<file path="config.mk">
export PLATFORM = sky130hd
export DESIGN_NAME = dea_ctrl
export DESIGN_NICKNAME = d
export VERILOG_FILES = /design/src/dea_ctrl.v /design/src/dea_edge.v /design/src/dea_sync.v
export VERILOG_INCLUDE_DIRS = /design/src
export SDC_FILE = /design/constraint.sdc
export NUM_CORES = 1
export LEC_CHECK = 0
export BUFFER_PORTS_ARGS = -buffer_cell sky130_fd_sc_hd__buf_2
export CELL_PAD_IN_SITES_DETAIL_PLACEMENT = 1
export CELL_PAD_IN_SITES_GLOBAL_PLACEMENT = 1
export CORE_MARGIN = 5
export CORE_UTILIZATION = 35
export DETAILED_ROUTE_END_ITERATION = 12
export PLACE_DENSITY = 0.74
export REMOVE_ABC_BUFFERS = 1
export SKIP_CTS_REPAIR_TIMING = 1
export SLEW_MARGIN = 5
export SYNTH_ARGS = -nofsm -noshare
export SYNTH_HDL_FRONTEND = slang
export SYNTH_HIERARCHICAL = 1
export SYNTH_SLANG_ARGS = --single-unit
</file>
<file path="constraint.sdc">
create_clock -name clk -period 5.4 [get_ports clk]
set_input_delay 0.54 -clock clk [delete_from_list [all_inputs] [get_ports clk]]
set_output_delay 0.54 -clock clk [all_outputs]
set_load 0.05 [all_outputs]
</file>
<file path="src/dea_regs.vh">
// Purpose: constants for the data nonvolatile access control block
// Assumes: one byte wide register port
// Notes: register selects are local to this block
`ifndef DEA_REGS_VH
`define DEA_REGS_VH
`define DEA_SEL_ADDR 2'h0
`define DEA_SEL_DATA 2'h1
`define DEA_SEL_CTRL 2'h2
`define DEA_SEL_FLAG 2'h3
`define DEA_BIT_FETCH_START 0
`define DEA_BIT_FETCH_EN 1
`define DEA_BIT_PROG_START 2
`define DEA_BIT_PROG_EN 3
`define DEA_CTRL_RESET 4'h0
`define DEA_ADDR_BITS_DEF 8
`define DEA_SYNC_STAGES 2
`endif

</file>
<file path="src/dea_ctrl.v">
// Purpose: byte access control for an on-chip data nonvolatile array
// Assumes: byte register port, array timer runs on its own clock
// Notes: array done flag is a level held until software writes it zero
// How it works
// - Address width set by variant parameter
// - Unimplemented address and control bits read zero
// - Programming only while program enable set
// - Program start runs cycle, self clears
// - Program start reads zero when idle
// - Program start ignored without prior enable
// - Fetch only while fetch enable set
// - Fetch start runs cycle, self clears
// - Fetch start ignored without prior enable
// - Fetched byte held in data register
// - Program cycle timed by asynchronous timer
// - Program end sets software cleared flag
`timescale 1ns/1ps
`include "dea_regs.vh"
module dea_ctrl #(
    parameter ADDR_BITS = `DEA_ADDR_BITS_DEF
) (
    // Clock and reset
    input wire clk,
    input wire nrst,
    input wire ce,
    // Register port
    input wire [1:0] reg_sel,
    input wire reg_wr,
    input wire reg_rd,
    input wire [7:0] reg_wdata,
    output reg [7:0] reg_rdata,
    // Array side
    output reg [7:0] arr_addr,
    output reg [7:0] arr_wdata,
    output reg arr_prog_start,
    output reg arr_fetch_start,
    input wire arr_prog_done,
    input wire arr_fetch_done,
    input wire [7:0] arr_rdata,
    // Done request
    output reg nvm_done_flag
);
    localparam ST_IDLE = 2'h0;
    localparam ST_PROG = 2'h1;
    localparam ST_FETCH = 2'h2;

    reg [7:0] cell_address_reg;
    reg [7:0] nvm_data_reg;
    reg program_enable;
    reg prog_start;
    reg fetch_enable;
    reg fetch_start;
    reg [1:0] state;
    reg [1:0] next_state;
    wire prog_done_s;
    wire prog_done_rise;
    wire [7:0] addr_mask;

    function [7:0] mask_of;
        input integer bits;
        begin
            mask_of = 8'hff >> (8 - bits);
        end
    endfunction

    assign addr_mask = mask_of(ADDR_BITS);

    // Programming timer lives in another domain
    dea_sync u_sync (
        .clk(clk),
        .nrst(nrst),
        .ce(ce),
        .din(arr_prog_done),
        .dout(prog_done_s)
    );

    dea_edge u_edge (
        .clk(clk),
        .nrst(nrst),
        .ce(ce),
        .lvl(prog_done_s),
        .rise(prog_done_rise)
    );

    // Write strobe aimed at one register
    function sel_hit;
        input wr;
        input [1:0] sel;
        input [1:0] want;
        begin
            sel_hit = wr && (sel == want);
        end
    endfunction

    // Write decode
    wire wr_addr;
    wire wr_data;
    wire wr_ctrl;
    wire wr_flag;

    // Cycle events
    wire idle;
    wire set_prog;
    wire set_fetch;
    wire prog_end;
    wire fetch_end;

    // Next values
    reg next_program_enable;
    reg next_fetch_enable;
    reg next_prog_start;
    reg next_fetch_start;
    reg next_flag;
    reg [7:0] next_rdata;

    assign wr_addr = sel_hit(reg_wr, reg_sel, `DEA_SEL_ADDR);
    assign wr_data = sel_hit(reg_wr, reg_sel, `DEA_SEL_DATA);
    assign wr_ctrl = sel_hit(reg_wr, reg_sel, `DEA_SEL_CTRL);
    assign wr_flag = sel_hit(reg_wr, reg_sel, `DEA_SEL_FLAG);
    assign idle = (state == ST_IDLE);

    // Start only with enable already set
    assign set_prog = wr_ctrl && reg_wdata[`DEA_BIT_PROG_START]
        && program_enable && idle;
    assign set_fetch = wr_ctrl && reg_wdata[`DEA_BIT_FETCH_START]
        && fetch_enable && idle && !set_prog;
    assign prog_end = (state == ST_PROG) && prog_done_rise;
    assign fetch_end = (state == ST_FETCH) && arr_fetch_done;

    // Cycle sequencing
    always @* begin
        next_state = state;
        case (state)
            ST_IDLE: begin
                if (set_prog) begin
                    next_state = ST_PROG;
                end else if (set_fetch) begin
                    next_state = ST_FETCH;
                end
            end
            ST_PROG: begin
                if (prog_end) begin
                    next_state = ST_IDLE;
                end
            end
            ST_FETCH: begin
                if (fetch_end) begin
                    next_state = ST_IDLE;
                end
            end
            default: begin
                next_state = ST_IDLE;
            end
        endcase
    end

    // Enables follow any control write
    always @* begin
        next_program_enable = program_enable;
        next_fetch_enable = fetch_enable;
        if (wr_ctrl) begin
            next_program_enable = reg_wdata[`DEA_BIT_PROG_EN];
            next_fetch_enable = reg_wdata[`DEA_BIT_FETCH_EN];
        end
    end

    // Program start set by software, cleared at end
    always @* begin
        next_prog_start = prog_start;
        if (set_prog) begin
            next_prog_start = 1'b1;
        end else if (prog_end) begin
            next_prog_start = 1'b0;
        end
    end

    // Fetch start set by software, cleared at end
    always @* begin
        next_fetch_start = fetch_start;
        if (set_fetch) begin
            next_fetch_start = 1'b1;
        end else if (fetch_end) begin
            next_fetch_start = 1'b0;
        end
    end

    // Set wins over software clear
    always @* begin
        next_flag = nvm_done_flag;
        if (prog_end) begin
            next_flag = 1'b1;
        end else if (wr_flag && !reg_wdata[0]) begin
            next_flag = 1'b0;
        end
    end

    // State
    always @(posedge clk or negedge nrst) begin
        if (!nrst) begin
            state <= ST_IDLE;
        end else if (ce) begin
            state <= next_state;
        end
    end

    // Enable bits
    always @(posedge clk or negedge nrst) begin
        if (!nrst) begin
            program_enable <= 1'b0;
            fetch_enable <= 1'b0;
        end else if (ce) begin
            program_enable <= next_program_enable;
            fetch_enable <= next_fetch_enable;
        end
    end

    // Start bits
    always @(posedge clk or negedge nrst) begin
        if (!nrst) begin
            prog_start <= 1'b0;
            fetch_start <= 1'b0;
        end else if (ce) begin
            prog_start <= next_prog_start;
            fetch_start <= next_fetch_start;
        end
    end

    // One cycle start pulses to the array
    always @(posedge clk or negedge nrst) begin
        if (!nrst) begin
            arr_prog_start <= 1'b0;
            arr_fetch_start <= 1'b0;
        end else if (ce) begin
            arr_prog_start <= set_prog;
            arr_fetch_start <= set_fetch;
        end
    end

    // Done flag
    always @(posedge clk or negedge nrst) begin
        if (!nrst) begin
            nvm_done_flag <= 1'b0;
        end else if (ce) begin
            nvm_done_flag <= next_flag;
        end
    end

    // Address register, no reset
    always @(posedge clk) begin
        if (ce) begin
            if (wr_addr) begin
                cell_address_reg <= reg_wdata & addr_mask;
            end
        end
    end

    // Data register, no reset
    always @(posedge clk) begin
        if (ce) begin
            if (fetch_end) begin
                nvm_data_reg <= arr_rdata;
            end else if (wr_data && idle) begin
                nvm_data_reg <= reg_wdata;
            end
        end
    end

    // Address and data latched at cycle start
    always @(posedge clk) begin
        if (ce) begin
            if (set_prog || set_fetch) begin
                arr_addr <= cell_address_reg;
                arr_wdata <= nvm_data_reg;
            end
        end
    end

    // Read view of the selected register
    always @* begin
        next_rdata = reg_rdata;
        if (reg_rd) begin
            case (reg_sel)
                `DEA_SEL_ADDR: begin
                    next_rdata = cell_address_reg & addr_mask;
                end
                `DEA_SEL_DATA: begin
                    next_rdata = nvm_data_reg;
                end
                `DEA_SEL_CTRL: begin
                    next_rdata = {4'h0, program_enable, prog_start,
                        fetch_enable, fetch_start};
                end
                `DEA_SEL_FLAG: begin
                    next_rdata = {7'h00, nvm_done_flag};
                end
                default: begin
                    next_rdata = 8'h00;
                end
            endcase
        end
    end

    // Read data holds until the next read
    always @(posedge clk or negedge nrst) begin
        if (!nrst) begin
            reg_rdata <= 8'h00;
        end else if (ce) begin
            reg_rdata <= next_rdata;
        end
    end
endmodule

</file>
<file path="src/dea_edge.v">
// Purpose: rising edge pulse of a synchronised level
// Assumes: input already synchronous
// Notes: one cycle pulse
`timescale 1ns/1ps
module dea_edge (
    // Clock and reset
    input wire clk,
    input wire nrst,
    input wire ce,
    // Level in, pulse out
    input wire lvl,
    output wire rise
);
    reg last;
    always @(posedge clk or negedge nrst) begin
        if (!nrst) begin
            last <= 1'b0;
        end else if (ce) begin
            last <= lvl;
        end
    end
    assign rise = lvl & ~last & ce;
endmodule

</file>
<file path="src/dea_sync.v">
// Purpose: two flop level synchroniser
// Assumes: input from a foreign timer domain
// Notes: first flop only feeds the second
`timescale 1ns/1ps
module dea_sync (
    // Clock and reset
    input wire clk,
    input wire nrst,
    input wire ce,
    // Level
    input wire din,
    output reg dout
);
    reg meta;
    always @(posedge clk or negedge nrst) begin
        if (!nrst) begin
            meta <= 1'b0;
            dout <= 1'b0;
        end else if (ce) begin
            meta <= din;
            dout <= meta;
        end
    end
endmodule
</file>
Yosys cells after proc, flatten, opt, wreduce, memory -nomap -nowiden
Cells that the tools add are included.

word-level totals
  register bits after elaboration = 52
  input port bits = 25
  logic and storage cells = 74

operators by class
  equality and inequality tests = 8
  multiplexer cells = 14
  bitwise operators = 3
  reduce and logical (&&, ||, !) cells = 33

operators by type and width
  kind                number
  $pmux 8 s4          1
  $mux 8              2
  $reduce_and 2->1    8
  $logic_and 1x1->1   15
  $mux 2              4
  $reduce_bool 2->1   4
  $eq 2x2->1 const B  3
  $mux 1              6
  $pmux 2 s3          1
  $eq 2x1->1 const B  2
  $logic_not 2->1     2
  $ne 2x2->1 const B  2
  $reduce_and 4->1    1
  $ne 3x1->1 const B  1
  $and 1x1->1         2
  $logic_not 1->1     2
  $logic_or 1x1->1    1
  $not 1->1           1

Longest topological paths before layout
  word-level depth = 10
  mapped depth = 5
  depth with buffers taken out = 4

By module
Netlist, hierarchy kept.

by module, submodules not included
  module    instances  cells each  area an instance (um^2)  sequential area each (um^2)
  dea_ctrl  1          130         2004.4                   1386.3
  dea_sync  1          4           72.6                     50.0
  dea_edge  1          3           50.0                     25.0

Worst setup path before layout
Ideal clock, no wire load.

  kind = in2reg
  start = input reg_sel[1]
  end = register arr_addr[0], enable pin
  library setup time = 0.394 ns
  data arrival time = 1.899 ns
  data required time = 5.006 ns
  path slack = 3.107 ns
  cell stages on the path = 5
  buffers on the path = 2
  path through = buf_6 nor2b_4 buf_6 nand3_1 a21oi_1

on the way
  word-level cells in the longest chain between the ends = 9
  elaborated cells on any way between the ends = 12
  those cells by class = eq/ne: 1; reduce/logical: 11

ends and longest elaborated chain
  what                                   line            source
  from (decl)                            dea_ctrl.v:27   input wire [1:0] reg_sel,
  $eq 2x2->1 (*)                         dea_ctrl.v:91   sel_hit = wr && (sel == want);
  $logic_and 1x1->1 (*)                  dea_ctrl.v:91
  $logic_and 1x1->1 (3 in series)        dea_ctrl.v:123  assign set_prog = wr_ctrl && reg_wdata[`DEA_BIT_PROG_START]
  $logic_not 1->1                        dea_ctrl.v:126  && fetch_enable && idle && !set_prog;
  $logic_and 1x1->1                      dea_ctrl.v:125  assign set_fetch = wr_ctrl && reg_wdata[`DEA_BIT_FETCH_START]
  $logic_or 1x1->1 (*)                   dea_ctrl.v:271  if (set_prog || set_fetch) begin
  $reduce_and 2->1 (no source line) (*)  --
  to (signal assigned)                   dea_ctrl.v:272  arr_addr <= cell_address_reg;
  to (decl)                              dea_ctrl.v:33   output reg [7:0] arr_addr,

Mark *: on every way between the ends. The rest lies on a longest branch, timed or not.
A chain may end at the register's enable or synchronous reset.

Worst setup path in the final report
  start = input reg_sel[0]
  end = register nvm_data_reg[3], enable pin

on the way
  word-level cells in the longest chain between the ends = 5

ends and longest elaborated chain
  what                                line            source
  $eq 2x1->1                          dea_ctrl.v:91
  $logic_and 1x1->1                   dea_ctrl.v:91
  $logic_and 1x1->1                   dea_ctrl.v:262  end else if (wr_data && idle) begin
  $reduce_bool 2->1 (no source line)  --
  $reduce_and 2->1 (no source line)   --
  to (signal assigned)                dea_ctrl.v:261  nvm_data_reg <= arr_rdata;
  to (signal assigned)                dea_ctrl.v:263  nvm_data_reg <= reg_wdata;
  to (decl)                           dea_ctrl.v:48   reg [7:0] nvm_data_reg;

Every way passes these cells.

==> metrics.md <==
| Metric | Value |
|---|---|
| Routed WL per cell | 17.4 µm |
| Setup Skew | 0.0101 ns |
| Vias | 1,316 |
| Sequential fraction of the synthesis area | 68.7% |
| Power share of the clock group | 24.5% |
| Least-Margin Pin Slew | 1.15 ns |
| Design Power | 0.891 mW |
| Layout cells sized above 1 | 43.5% |
| Max Cap Viol | 0 |
| Crit Path Max Fanout | 12 |
| Syn Inst Count | 137 |
| Final worst slack | 3.24 ns |
| Vias in the first global route | 1,408 |
| Largest net degree at the start of global routing | 21 |
| Area Overhead vs Synth | 18.7% |
| Final Hold Fails | 0 |
| Status | finished clean |
| Flops & latches, synth | 52 |
| Startpoint Class | primary input |
| Final period util | 40.1% |
| Unique masters post-synth | 37 |
| Final wirelength | 4620 µm |
| Core area | 5920 µm² |
| Placed inst area | 2440 µm² |
| Max Root-Sink Buffers | 2 |
| TritonCTS Buffers | 5 |
| Number of instances in the placed design | 258 |
| Synthesis Warnings | 6 |
| Antenna violation net count after detailed routing | 0 |
| CTS Root Cell | clkbuf_8 |
| EDFF count, synth | 32 |
| Clock transition at path regs | 0.09 ns |
| IO Count | 52 |
| R2R setup slack | 3.28 ns |
| Drt drc | 0 |
| Post-synth ARST share | 38.5% |
| Fin Hold WS | 0.179 ns |
| Seq pwr share | 55.6% |
| IO Port Bufs | 51 |
| Arr. time, crit path | 2.09 ns |
| Total global-route track usage | 12.5% |
| # setup viols final | 0 |
| Grt ovf | 0 |
| Tmin final | 2.16 ns |
| CP endpoint kind | register |
| Sw frac | 30.6% |
| Num rows | 28 |
| Max-slew violations | 0 |
| Slew margin rel. | 22.6% |
| Mean area per synthesized cell | 15.5 µm² |
| Clk Latency, worst-skew pair | 0.31 ns |
| NetSw | 0.272 mW |
| CTS tree | yes |
| Layout Nets | 215 |
| DR vias/cell | 4.95 |
| Final core utilization | 42.6% |
| HPWL after DPL | 3520 µm |
| Die ar. | 7740 µm² |
| Non-filler cells, final | 266 |
| Sink Count | 52 |
| 1st-iter DRT viols | 29 |
| RSZ-0062 raised after global routing | false |
| P per Cell Area | 353 nW/µm² |
| Setup TNS | 0 ns |
| Worst vdd rail ir drop | 0.118 mV |
| Pleak | 1.04 nW |
| Dpl ws | 2.89 ns |
| Htree depth | 2 |
| N_diodes | 0 |
| HP Class | primary input to asynchronous set/reset pin |
| TritonRoute pass-1 iters | 4 |
| Int Power | 0.619 mW |
| Setup CP Type | primary input to register |
| Logic gate share of total power | 19.9% |
| Chip Width | 88.0 µm |
| Gpl congestion | 0.720 |
| First-pass GRT wire length | 7080 µm |
| Design area | 2520 µm² |
| Die height | 88.0 µm |
| Mapped cell area | 2130 µm² |
| Fmax | 462 MHz |
| Post-synth top flop | edfxtp_1 |
| WP data required | 5.32 ns |
| Initial antenna violation count | 0 |
| Initial Util | 35.9% |
## worst max-delay path: stages
cell      delay, ns
buf_2          0.32
nor4bb_1       0.27
a21oi_1        0.07
nor3_1         0.88
## power by group through the flow
stage          sequential (mW)  clock [mW]  combinational (mW)
3_3_place_gp             0.502           0               0.176
2_1_floorplan            0.545           0              0.0763
3_5_place_dp             0.505           0               0.180
5_1_grt                  0.500       0.242               0.192
6_report                 0.496       0.218               0.177
4_1_cts                  0.496       0.226               0.180
## final timing paths
kind,start,to,cells past startpoint
min in group clk,reg_wdata[6],cell_address_reg[6]$_DFFE_PP_,1
max reg2reg,state[1]$_DFFE_PN0P_,nvm_data_reg[3]$_DFFE_PP_,3
min,nrst,reg_rdata[0]$_DFFE_PN0P_,1
max,reg_sel[0],nvm_data_reg[3]$_DFFE_PP_,4
max in group asynchronous,nrst,program_enable$_DFFE_PN0P_,1
min reg2reg,cell_address_reg[7]$_DFFE_PP_,arr_addr[7]$_DFFE_PP_,0
## logic make-up after synthesis
logic type             synth area share [%]
flip-flops                             68.7
AO/OA/AOI/OAI                          8.18
multiplexers                           11.9
AND/OR/NAND/NOR                        8.06
buffers and inverters                  3.12
## cell usage after synthesis, types with 2 or more instances
library cell   n  area [µm²]
dfrtp_1       20         500
inv_1          3        11.3
o21ai_0       13        65.1
mux2_2        13         146
nand2_1        9        33.8
a2bb2oi_1      3        26.3
a21oi_1        4        20.0
mux2i_1        7        70.1
buf_2          2        10.0
nor3_1         2        10.0
edfxtp_1      32         961
buf_6          3        33.8
nand4_1        2        12.5
## area by class of cell
class                      instances  area [µm²]
fill                             639        3400
tap                               75        93.8
clock inverter                     2        16.3
clock buffer                       6        72.6
inverter                           3        11.3
timing repair buffer              53         270
sequential                        52        1460
multi-input combinational         75         599
## cell usage in the layout, fill, tap and decap left out, drive strengths merged, types with 2 or more instances in the layout
cell     Yosys  final
buf          6     53
mux2        14     14
nand2        9      9
nor2b        2      2
o21ai       13     13
nor3         2      2
edfxtp      32     32
dfrtp       20     20
a2bb2oi      3      3
mux2i        7      7
clkbuf       1      6
nand3        2      2
a21oi        4      4
nand3b       2      2
inv          3      3
nand4        2      2
## per-layer routing
layer / vias up / GRT usage [%] / wire (µm)
met3: 9 / 3.10 / 353
met5: - / 0 / 0
li1: 620 / - / -
met2: 47 / 22.6 / 2440
met1: 640 / 13.4 / 1750
met4: 0 / 6.14 / 82
No activity file was read; power rests on OpenSTA's default activity.
